File: src/run_gate_defs.svh
// Offsets, field positions, reset values and timing counts for run and gate control
`ifndef RUN_GATE_DEFS_SVH
`define RUN_GATE_DEFS_SVH
// ----------------------------------------------------------------
// Register byte offsets
// ----------------------------------------------------------------
`define OFS_CTRL        8'h00
`define OFS_CMD         8'h04
`define OFS_STATUS      8'h08
`define OFS_LEVEL_SET   8'h0c
`define OFS_LEVEL       8'h10
`define OFS_IP_STAGED   8'h14
`define OFS_PORT_STAGED 8'h18
`define OFS_IP_ACTIVE   8'h1c
`define OFS_PORT_ACTIVE 8'h20
`define OFS_DL_REQ      8'h24
// ----------------------------------------------------------------
// Control fields
// ----------------------------------------------------------------
`define CTRL_INV_START  0
`define CTRL_INV_STOP   1
`define CTRL_INV_GATE   2
`define CTRL_INV_RUN    3
`define CTRL_START_USED 4
`define CTRL_GATE_ACQ   5
`define CTRL_EDGE_ACQ   6
`define CTRL_STRETCH    7
`define CTRL_ALL_REPLY  8
`define CTRL_W          9
`define CTRL_RESET      9'h010
// ----------------------------------------------------------------
// Command fields (write one to act)
// ----------------------------------------------------------------
`define CMD_START       0
`define CMD_STOP        1
`define CMD_RESTART     2
`define CMD_DL_RELEASE  3
// ----------------------------------------------------------------
// Level command fields and network defaults
// ----------------------------------------------------------------
`define LVL_ALL         8
`define LVL_CH_LO       2
`define LVL_CH_HI       7
`define IP_DEFAULT      32'hc0a8017b
`define PORT_DEFAULT    16'h1e61
`define USB_SRC         4'h8
// ----------------------------------------------------------------
// Timing
// ----------------------------------------------------------------
`define CLK_MHZ         250
`define STRETCH_NS      10000
`define STRETCH_CYC     ((`STRETCH_NS * `CLK_MHZ + 999) / 1000)
`define FRONT_HOLD_MS   1000
`define FRONT_HOLD_CYC  (`FRONT_HOLD_MS * 1000 * `CLK_MHZ)
`define RECORDS_8CH     56000
`define RECORDS_64CH    8000
`endif

File: src/run_gate_pkg.sv
// Types shared by the run and gate control block
package run_gate_pkg;
  typedef enum logic [0:0] {ST_IDLE = 1'b0, ST_RUN = 1'b1} run_state_e;  // Run state
  typedef enum logic [1:0] {
    LVL_TTL_HIZ  = 2'b00,  // High-impedance TTL
    LVL_TTL_TERM = 2'b01,  // Terminated TTL
    LVL_NIM      = 2'b10   // NIM
  } level_e;
  typedef logic [3:0] src_t;  // Command source: 0..7 LAN, 8 USB
endpackage

File: src/counter_run_gate_control.sv
// Run, gate, snapshot, command framing and network staging for the counter unit
// Overview of operation
// - Start edge begins run, indicator lit
// - Stop edge ends the run
// - Host start command when start unused
// - Gate low suspends counting and indicator
// - Open gate input reads as high
// - Gate-acquisition mode stores record per gate-off
// - Edge acquisition keeps counting while gate low
// - Run output high while run and gate
// - Optional run pulse stretch to 10 us
// - ASCII messages end with CR LF
// - All-reply mode answers every command
// - Level commands set all or pair
// - Levels reset to high-impedance TTL
// - Level query returns eight channel levels
// - Network defaults address and port 7777
// - Address stored and returned as four octets
// - Port number stored and returned
// - Network change applied on restart only
// - Most recent command source wins
// - One download owner among eight connections
// - Download mutes replies, stop still accepted
// - Start and stop act on rising edge
// - Polarity of start, stop, gate, run invertible
//
// Design decisions made here: the register offsets and register access over Wishbone.
`timescale 1ns/10ps
`include "run_gate_defs.svh"
module counter_run_gate_control #(
  parameter int CHANNELS       = 8,                 // Counting channels
  parameter int RECORDS        = `RECORDS_8CH,      // Snapshot capacity
  parameter int FRONT_HOLD_CYC = `FRONT_HOLD_CYC    // Front switch hold time
) (
  input  wire logic                  clk_i,
  input  wire logic                  rst_i,
  input  wire logic                  wb_cyc_i,
  input  wire logic                  wb_stb_i,
  input  wire logic                  wb_we_i,
  input  wire logic [7:0]            wb_adr_i,
  input  wire logic [3:0]            wb_sel_i,
  input  wire logic [31:0]           wb_dat_i,
  output logic      [31:0]           wb_dat_o,
  output logic                       wb_ack_o,
  input  wire logic                  start_i,
  input  wire logic                  stop_i,
  input  wire logic                  gate_i,
  input  wire logic                  front_sw_i,
  input  wire logic                  rx_valid_i,
  input  wire logic [7:0]            rx_data_i,
  input  wire run_gate_pkg::src_t    rx_src_i,
  output logic                       run_o,
  output logic                       led_o,
  output logic                       snap_o,
  output logic      [31:0]           snap_addr_o,
  output logic                       line_done_o,
  output run_gate_pkg::src_t         line_src_o,
  output logic                       token_o,
  output logic                       token_nack_o,
  output logic                       reply_en_o,
  output logic      [2*CHANNELS-1:0] level_o,
  output logic      [31:0]           ip_o,
  output logic      [15:0]           port_o,
  output logic                       net_restart_o
);
  import run_gate_pkg::*;

  // ----------------------------------------------------------------
  // Register merge with byte lanes
  // ----------------------------------------------------------------
  function automatic logic [31:0] merge(input logic [31:0] old_v, input logic [31:0] new_v,
                                        input logic [3:0] sel);
    logic [31:0] res;
    res = old_v;
    for (int b = 0; b < 4; b++)
      if (sel[b]) res[8*b +: 8] = new_v[8*b +: 8];
    return res;
  endfunction

  // ----------------------------------------------------------------
  // Declarations
  // ----------------------------------------------------------------
  logic [2:0]              sync1;          // First stage: start, stop, gate
  logic [2:0]              sync2;          // Second stage
  logic [2:0]              edge_prev;      // Previous active start, stop, gate
  logic [1:0]              sw_sync;        // Front switch synchroniser
  logic [31:0]             sw_cnt;         // Front switch hold counter
  logic                    sw_fired;       // Restart already issued this press
  logic [`CTRL_W-1:0]      ctrl;           // Control register
  run_state_e              state;          // Run state
  logic                    count_en_q;     // Previous counting valid
  logic [11:0]             stretch_cnt;    // Cycles since counting became valid
  logic [31:0]             rec_cnt;        // Stored records
  logic [1:0]              lvl [CHANNELS]; // Per-channel input level
  logic [31:0]             ip_staged;      // Staged address
  logic [15:0]             port_staged;    // Staged port
  logic                    seen_cr;        // Last byte was CR
  logic                    dl_busy;        // A download is owned
  src_t                    dl_owner;       // Owning connection
  logic                    dl_refused;     // Last request refused (held until the next request)

  // ----------------------------------------------------------------
  // Decoding
  // ----------------------------------------------------------------
  wire       wb_req     = wb_cyc_i & wb_stb_i;
  wire       wr         = wb_req & wb_we_i & wb_ack_o;           // Write lands with ack
  wire       wr_ctrl    = wr & (wb_adr_i == `OFS_CTRL);
  wire       wr_cmd     = wr & (wb_adr_i == `OFS_CMD) & wb_sel_i[0];
  wire       wr_lvl     = wr & (wb_adr_i == `OFS_LEVEL_SET) & (&wb_sel_i[1:0]);
  wire       wr_ip      = wr & (wb_adr_i == `OFS_IP_STAGED);
  wire       wr_port    = wr & (wb_adr_i == `OFS_PORT_STAGED);
  wire       wr_dl      = wr & (wb_adr_i == `OFS_DL_REQ) & wb_sel_i[0];
  wire       cmd_start  = wr_cmd & wb_dat_i[`CMD_START];
  wire       cmd_stop   = wr_cmd & wb_dat_i[`CMD_STOP];
  wire       cmd_rst    = wr_cmd & wb_dat_i[`CMD_RESTART];
  wire       cmd_rel    = wr_cmd & wb_dat_i[`CMD_DL_RELEASE];
  wire [2:0] pin_act    = sync2 ^ ctrl[`CTRL_INV_GATE:`CTRL_INV_START];
  wire       start_edge = pin_act[0] & ~edge_prev[0];
  wire       stop_edge  = pin_act[1] & ~edge_prev[1];
  wire       gate_act   = pin_act[2];   // Pin has a pull-up, open reads high
  wire       do_start   = ctrl[`CTRL_START_USED] ? start_edge : cmd_start;
  wire       do_stop    = stop_edge | cmd_stop;
  wire       running    = (state == ST_RUN);
  wire       count_en   = running & (gate_act | ctrl[`CTRL_EDGE_ACQ]);
  wire       run_act    = count_en | (ctrl[`CTRL_STRETCH] & ~count_en & stretch_cnt != 0
                          & stretch_cnt < 12'(`STRETCH_CYC));
  wire       gate_fall  = running & ctrl[`CTRL_GATE_ACQ] & edge_prev[2] & ~gate_act;
  wire       rec_full   = (rec_cnt >= 32'(RECORDS));
  wire       is_cr      = rx_valid_i & (rx_data_i == 8'h0d);
  wire       is_lf      = rx_valid_i & (rx_data_i == 8'h0a);
  wire       sw_hold    = sw_cnt >= 32'(FRONT_HOLD_CYC);
  wire       restart    = cmd_rst | (sw_hold & ~sw_fired);
  wire [5:0] lvl_ch     = wb_dat_i[`LVL_CH_HI:`LVL_CH_LO];
  wire [31:0] ctrl_merged = merge(32'(ctrl), wb_dat_i, wb_sel_i);                // Control after lanes
  wire [31:0] port_merged = merge({16'h0000, port_staged}, wb_dat_i, wb_sel_i); // Port after lanes

  // Status word assembled from live state
  wire [31:0] status_w = {rec_cnt[15:0], 3'h0, dl_refused, dl_owner, dl_busy, line_src_o,
                          gate_act, count_en, running};
  // Packed levels, two bits per channel, channel 0 lowest
  logic [2*CHANNELS-1:0] lvl_pack;
  always_comb
  begin
    for (int c = 0; c < CHANNELS; c++)
      lvl_pack[2*c +: 2] = lvl[c];
  end

  // Read multiplexer, unmapped addresses read zero
  logic [31:0] rd_mux;
  always_comb
  begin
    case (wb_adr_i)
      `OFS_CTRL:        rd_mux = {{(32-`CTRL_W){1'b0}}, ctrl};
      `OFS_STATUS:      rd_mux = status_w;
      `OFS_LEVEL:       rd_mux = 32'(lvl_pack);
      `OFS_IP_STAGED:   rd_mux = ip_staged;
      `OFS_PORT_STAGED: rd_mux = {16'h0000, port_staged};
      `OFS_IP_ACTIVE:   rd_mux = ip_o;
      `OFS_PORT_ACTIVE: rd_mux = {16'h0000, port_o};
      default:          rd_mux = 32'h0000_0000;
    endcase
  end

  // ----------------------------------------------------------------
  // Wishbone slave: one wait state, ack one cycle
  // ----------------------------------------------------------------
  always_ff @(posedge clk_i)
  begin
    if (rst_i)
    begin
      wb_ack_o <= 1'b0;
      wb_dat_o <= 32'h0000_0000;
    end
    else
    begin
      wb_ack_o <= wb_req & ~wb_ack_o;
      wb_dat_o <= rd_mux;
    end
  end

  // Control register with byte lanes
  always_ff @(posedge clk_i)
  begin
    if (rst_i)
      ctrl <= `CTRL_RESET;
    else if (wr_ctrl)
      ctrl <= ctrl_merged[`CTRL_W-1:0];
  end

  // ----------------------------------------------------------------
  // Input synchronisers and edge memory
  // ----------------------------------------------------------------
  always_ff @(posedge clk_i)
  begin
    if (rst_i)
    begin
      sync1     <= 3'h4;
      sync2     <= 3'h4;
      edge_prev <= 3'h7;   // No false edge right after reset
      sw_sync   <= 2'h0;
    end
    else
    begin
      sync1     <= {gate_i, stop_i, start_i};
      sync2     <= sync1;
      edge_prev <= pin_act;
      sw_sync   <= {sw_sync[0], front_sw_i};
    end
  end

  // ----------------------------------------------------------------
  // Run state: stop wins over a simultaneous start
  // ----------------------------------------------------------------
  always_ff @(posedge clk_i)
  begin
    if (rst_i)
      state <= ST_IDLE;
    else
    begin
      case (state)
        ST_IDLE: if (do_start && !do_stop) state <= ST_RUN;
        ST_RUN:  if (do_stop) state <= ST_IDLE;
        default: state <= ST_IDLE;
      endcase
    end
  end

  // Run output, indicator and stretch counter
  always_ff @(posedge clk_i)
  begin
    if (rst_i)
    begin
      count_en_q  <= 1'b0;
      stretch_cnt <= 12'h000;
      run_o       <= 1'b0;
      led_o       <= 1'b0;
    end
    else
    begin
      count_en_q <= count_en;
      if (count_en && !count_en_q)
        stretch_cnt <= 12'h001;
      else if (stretch_cnt != 12'h000 && stretch_cnt < 12'(`STRETCH_CYC))
        stretch_cnt <= stretch_cnt + 12'h001;
      run_o <= run_act ^ ctrl[`CTRL_INV_RUN];
      led_o <= count_en;
    end
  end

  // ----------------------------------------------------------------
  // Gate-off snapshots
  // ----------------------------------------------------------------
  always_ff @(posedge clk_i)
  begin
    if (rst_i)
    begin
      snap_o      <= 1'b0;
      snap_addr_o <= 32'h0000_0000;
      rec_cnt     <= 32'h0000_0000;
    end
    else
    begin
      snap_o <= gate_fall & ~rec_full;
      if (do_start && state == ST_IDLE)
        rec_cnt <= 32'h0000_0000;                                    // New run, new records
      else if (gate_fall && !rec_full)
      begin
        snap_addr_o <= rec_cnt;
        rec_cnt     <= rec_cnt + 32'h0000_0001;
      end
    end
  end

  // ----------------------------------------------------------------
  // Input levels, per channel pair or all
  // ----------------------------------------------------------------
  always_ff @(posedge clk_i)
  begin
    if (rst_i)
    begin
      for (int c = 0; c < CHANNELS; c++)
        lvl[c] <= LVL_TTL_HIZ;
    end
    else if (wr_lvl && wb_dat_i[1:0] != 2'h3)
    begin
      for (int c = 0; c < CHANNELS; c++)
        if (wb_dat_i[`LVL_ALL] || c == int'(lvl_ch) || c == int'(lvl_ch) + 1)
          lvl[c] <= wb_dat_i[1:0];
    end
  end
  assign level_o = lvl_pack;

  // ----------------------------------------------------------------
  // Network staging and restart
  // ----------------------------------------------------------------
  always_ff @(posedge clk_i)
  begin
    if (rst_i)
    begin
      ip_staged     <= `IP_DEFAULT;
      port_staged   <= `PORT_DEFAULT;
      ip_o          <= `IP_DEFAULT;
      port_o        <= `PORT_DEFAULT;
      sw_cnt        <= 32'h0000_0000;
      sw_fired      <= 1'b0;
      net_restart_o <= 1'b0;
    end
    else
    begin
      if (wr_ip)
        ip_staged <= merge(ip_staged, wb_dat_i, wb_sel_i);
      if (wr_port)
        port_staged <= port_merged[15:0];
      sw_cnt   <= sw_sync[1] ? (sw_hold ? sw_cnt : sw_cnt + 32'h0000_0001) : 32'h0000_0000;
      sw_fired <= sw_sync[1] & (sw_fired | sw_hold);
      net_restart_o <= restart;
      if (restart)
      begin
        ip_o   <= ip_staged;
        port_o <= port_staged;
      end
    end
  end

  // ----------------------------------------------------------------
  // Message framing, source tracking, reply tokens, download lock
  // ----------------------------------------------------------------
  always_ff @(posedge clk_i)
  begin
    if (rst_i)
    begin
      seen_cr      <= 1'b0;
      line_done_o  <= 1'b0;
      line_src_o   <= `USB_SRC;
      token_o      <= 1'b0;
      token_nack_o <= 1'b0;
      dl_busy      <= 1'b0;
      dl_owner     <= 4'h0;
      dl_refused   <= 1'b0;
    end
    else
    begin
      if (rx_valid_i)
        seen_cr <= is_cr;
      line_done_o  <= is_lf & seen_cr;
      if (is_lf)
        line_src_o <= rx_src_i;
      token_o      <= is_lf & ctrl[`CTRL_ALL_REPLY] & ~dl_busy;
      token_nack_o <= is_lf & ~seen_cr;                              // Bare LF is refused
      if (wr_dl && !dl_busy && wb_dat_i[3:0] < `USB_SRC)
      begin
        dl_busy  <= 1'b1;                         // Grant beats a same-cycle stop
        dl_owner <= wb_dat_i[3:0];
      end
      else if (cmd_rel || do_stop)
        dl_busy <= 1'b0;
      if (wr_dl)
        dl_refused <= dl_busy;
    end
  end
  assign reply_en_o = ~dl_busy;

  // ----------------------------------------------------------------
  // Checks
  // ----------------------------------------------------------------
  run_start_a: assert property (@(posedge clk_i) disable iff (rst_i)
    (state == ST_IDLE && do_start && !do_stop) |=> running)
    else $error("run did not start on start event");
  run_stop_a: assert property (@(posedge clk_i) disable iff (rst_i)
    stop_edge |=> !running)
    else $error("run did not end on stop edge");
  gate_hold_a: assert property (@(posedge clk_i) disable iff (rst_i)
    (running && !gate_act && !ctrl[`CTRL_EDGE_ACQ]) |=> !led_o)
    else $error("indicator lit while gate low");
  edge_mode_a: assert property (@(posedge clk_i) disable iff (rst_i)
    (running && ctrl[`CTRL_EDGE_ACQ]) |=> led_o)
    else $error("edge mode stopped counting");
  run_out_a: assert property (@(posedge clk_i) disable iff (rst_i)
    count_en |=> (run_o != $past(ctrl[`CTRL_INV_RUN])))
    else $error("run output not active while counting");
  stretch_hold_a: assert property (@(posedge clk_i) disable iff (rst_i)
    (ctrl[`CTRL_STRETCH] && !ctrl[`CTRL_INV_RUN] && $fell(count_en)
     && stretch_cnt < 12'(`STRETCH_CYC)) |=> run_o)
    else $error("short run pulse not stretched");
  snap_store_a: assert property (@(posedge clk_i) disable iff (rst_i)
    (gate_fall && !rec_full) |=> snap_o ##1 !snap_o)
    else $error("gate-off snapshot missing");
  net_apply_a: assert property (@(posedge clk_i) disable iff (rst_i)
    (!restart && !$past(restart)) |-> $stable(ip_o))
    else $error("network address changed without restart");
  dl_lock_a: assert property (@(posedge clk_i) disable iff (rst_i)
    (dl_busy && !cmd_rel && !do_stop) |=> (dl_busy && $stable(dl_owner)))
    else $error("download owner changed while busy");
  reply_mute_a: assert property (@(posedge clk_i) disable iff (rst_i)
    dl_busy |=> !token_o)
    else $error("reply token during download");
endmodule // counter_run_gate_control

File: config.mk
export PLATFORM = sky130hd
export DESIGN_NAME = counter_run_gate_control
export DESIGN_NICKNAME = d
export VERILOG_FILES = /design/src/run_gate_pkg.sv /design/src/counter_run_gate_control.sv
export VERILOG_INCLUDE_DIRS = /design/src
export SDC_FILE = /design/constraint.sdc
export NUM_CORES = 1
export LEC_CHECK = 0
export BUFFER_PORTS_ARGS = -buffer_cell sky130_fd_sc_hd__buf_4
export CORE_ASPECT_RATIO = 2
export CORE_MARGIN = 4
export CORE_UTILIZATION = 51
export DETAILED_ROUTE_END_ITERATION = 8
export PLACE_DENSITY = 0.7
export SLEW_MARGIN = 20
export SYNTH_ARGS = -nofsm -noshare
export SYNTH_HDL_FRONTEND = slang
export SYNTH_SLANG_ARGS = --single-unit
File: constraint.sdc
create_clock -name clk_i -period 2.4 [get_ports clk_i]
set_input_delay 0.12 -clock clk_i [delete_from_list [all_inputs] [get_ports clk_i]]
set_output_delay 0.12 -clock clk_i [all_outputs]
set_load 0.05 [all_outputs]
==> impl_metrics.toml <==
[sta]
hold_viol = 0
worstMarginPinSlew_ps = 686.2
fin_skew_ps = 13.63
slew_violations = 0
layout_min_cycle_time_ps = 2250
max_freq_mhz = 444.4
maxSlewHeadroom_pct = 54.05
period_share_pct = 93.75
setup_viol = 0
whs_ps = 20.17

[power]
power.density_nw_per_um2 = 637.7
p_leak_uw = 0.006643
vdd_drop_max_mv = 0.6078
p_seq_share_pct = 51.0
power_frac_clock_pct = 43.5
pwr-share-comb_pct = 5.5
p_int_uw = 7542
swShare_pct = 22.49
power.switching_uw = 2188

[die]
die-area_um2 = 25960
die_h_um = 223.9
rows = 78
io_pins = 207
core_area_um2 = 22840
dieWidth_um = 116.0
initial_core_util_pct = 52.05

[setup_path]
cp_data_arrival_time_ps = 2720
regToRegSetupSlack_ps = 150
r2r-start = "sw_cnt[31]"
crit_type = "reg -> reg"
cp_slowest_cell = "o21ai_0"
rr_worst_depth = 6
cp-end-kind = "flop"
worstPathCellList = "nor4_2, nand4_1, o21ai_0, a2bb2oi_4, buf_12, mux2i_1"
critPathRequiredTime_ps = 2870
worst-path-buf-inv = 1
crit_family = "compound AO/OA/AOI/OAI gates"
max_stage_delay_ps = 470
reg2reg_to = "ip_o[14]"
startpoint_type = "flop"
worstPathMaxFanout = 31

[routing]
drt_iter0_drc = 886
drt_wl_total_mm = 36.99
antenna_left = 0
avgRoutedWirePerCell_um = 20.26
drtPass1Iterations = 8
viasPerCell = 5.875
route.detailed.drc = 0
dr_total_vias = 10727

[grt]
first_global_vias = 10823
grt_pass1_wl_mm = 57.18
grt_use_total_pct = 27.87
grt_overflow = 0
grt_max_degree = 61
grt_antenna_before_repair = 0

[placed_design]
dp_cells = 1729
place_congestion = 0.9537
numPortBuffers = 206
hpwl_mm = 26.22

[logic_synthesis]
ys.flop_type = "dfxtp_1"
synth.distinct_cells = 63
avgSynthCellArea_um2 = 9.323
yosysSeqAreaShare_pct = 50.69
synthArstFlopShare_pct = 0
postSynthCellCount = 1275
syn_area_um2 = 11890
ys_ff_latch = 293
synth.area.top_cells = "dfxtp_1, mux2i_1, nand2_1"
synth_nets = 1347
yosys_warnings = 0
synth_top_area_cell = "dfxtp_1"
synth_top_area_share_pct = 46.65
synth_edf_count = 16

[final_layout]
fin_nets = 1599
stdcell_count = 1826
layout-drive-gt1-share_pct = 20.63
antenna_cells = 0
syn2layout_area_growth_pct = 28.36

[worst_hold_path]
hold_depth = 4
hp-start = "wb_sel_i[1]"
holdCritPathClass = "in -> reg"
holdPathEnd = "ctrl[8]"

[cts]
cts_tree = "done"
clk_pin_slew_worst_paths_ps = 70
cts_root_buffer = "clkbuf_16"
h-tree-depth = 1
clk_latency_ps = 540
cts_sinks = 293
cts_made_buffers = 26
clockBufferDepth = 3

[run]
drv_cap = 0

[outcome]
status = "complete, no violations"
## cells by family (layout without fill, tap and decap cells)
| kind of cell | count (synthesis) | after routing | synth area share [%] |
|---|---|---|---|
| AND/OR/NAND/NOR | 534 | 534 | 22.33 |
| flip-flops | 293 | 293 | 50.69 |
| XOR/XNOR | 9 | 9 | 0.6631 |
| AO/OA/AOI/OAI | 214 | 214 | 12.48 |
| multiplexers | 115 | 115 | 9.684 |
| adder cells (fa/ha/maj) | 6 | 6 | 0.6316 |
| buffers and inverters | 104 | 375 | 3.516 |
## repair_timing
item / 4_1_cts / 5_1_grt
hold endpoints to repair: 72 / 0
setup endpoints to repair: 0 / 3
resized for setup: 0 / 2
setup buffers: 0 / 0
hold buffers: 50 / 0
## layout make-up
class,instances,area (um^2)
fillers,1875,7580
flip-flops and latches,293,6026
multi-input cells,878,5472
repair buffers,305,2465
clock buffers,35,745.7
well taps,280,350.3
clock inverters,12,111.4
inverters,23,87.58
## worst max path at each step
stage          slack, ps   startpoint           to  cells past startpoint
2_1_floorplan        300     wb_ack_o    lvl[0][0]                      5
3_3_place_gp         220  rec_cnt[31]   rec_cnt[5]                      6
3_5_place_dp         150  rec_cnt[31]   rec_cnt[8]                      6
4_1_cts              130  rec_cnt[31]   rec_cnt[8]                      6
5_1_grt              -20  rec_cnt[31]  rec_cnt[11]                      6
6_report             150   sw_cnt[31]     ip_o[14]                      6
## registers in the layout, summed over array words and instances (netlist names), 2 cells and up
register / count
sw_sync: 2
port_o: 16
sync1: 3
rec_cnt: 32
sync2: 3
ctrl: 9
snap_addr_o: 32
line_src_o: 4
lvl: 16
ip_o: 32
ip_staged: 32
wb_dat_o: 32
edge_prev: 3
port_staged: 16
dl_owner: 4
sw_cnt: 32
stretch_cnt: 12
## per-layer routing
layer	vias up	global-route usage [%]	wire, um	part of all wire, %
li1	5088	-	-	-
met2	413	52.20	20280	55
met4	0	16.37	2185	5.9
met1	5114	28.49	12550	34
met5	-	0	0	0
met3	112	3.704	1970	5.3
## metrics by stage
step           utilization (%)  setup WS [ps]  area, um^2  TNS, ps  total power, uW
2_1_floorplan                -          301.2       11890        0             5338
3_3_place_gp             60.81          220.6       13890        0             5528
3_5_place_dp             60.81          148.3       13890        0             5536
4_1_cts                  66.75          127.3       15240        0             9800
5_1_grt                  66.81         -19.28       15260   -19.28            10060
6_report                 66.81          149.9       15260        0             9730
## synthesized netlist by cell type, drive strengths merged (2+ instances only)
cell	instances
mux2i	115
or2	3
nand2b	6
o31ai	15
o211ai	10
and4	9
edfxtp	16
o21a	6
a222oi	35
or3	26
o2bb2ai	3
nor3	20
nand2	151
o21ai	39
a31oi	12
nand4	13
nand3b	3
nand3	48
a221oi	5
nor3b	5
nor4b	4
a21oi	62
a211oi	2
a22o	5
dfxtp	277
ha	6
and2	27
a22oi	8
clkbuf	64
or4	24
nor4	12
inv	23
nor2b	10
o31a	2
and3	32
nor2	139
xnor2	5
xor2	4
buf	17
## worst reg2reg max path, stage by stage, from the launching register on
cell and delay, ps:
dfxtp_1 310, nor4_2 410, nand4_1 180, o21ai_0 470
a2bb2oi_4 240, buf_12 260, mux2i_1 300
## cell usage in the layout (no fill, tap or decap), drive strengths merged, types with 8 or more instances in the layout
cell,instances
nor3,20
o211ai,10
clkbuf,35
a222oi,35
edfxtp,16
and4,9
inv,23
o21ai,39
nor2b,10
or3,26
dfxtp,277
dlygate4sd3,50
or4,24
o31ai,15
a31oi,12
nand4,13
nor4,12
nand2,151
clkinv,10
a21oi,62
and3,32
nor2,139
buf,255
and2,27
nand3,48
a22oi,8
mux2i,115
## power by group through the flow
stage	combinational [uW]	clock (uW)	sequential (uW)
finish	531	4230	4960
global route	574	4520	4960
CTS	527	4310	4960
detailed placement	460	0	5080
global placement	454	0	5070
floorplan	227	0	5110
(Power assumes the default switching activity.)
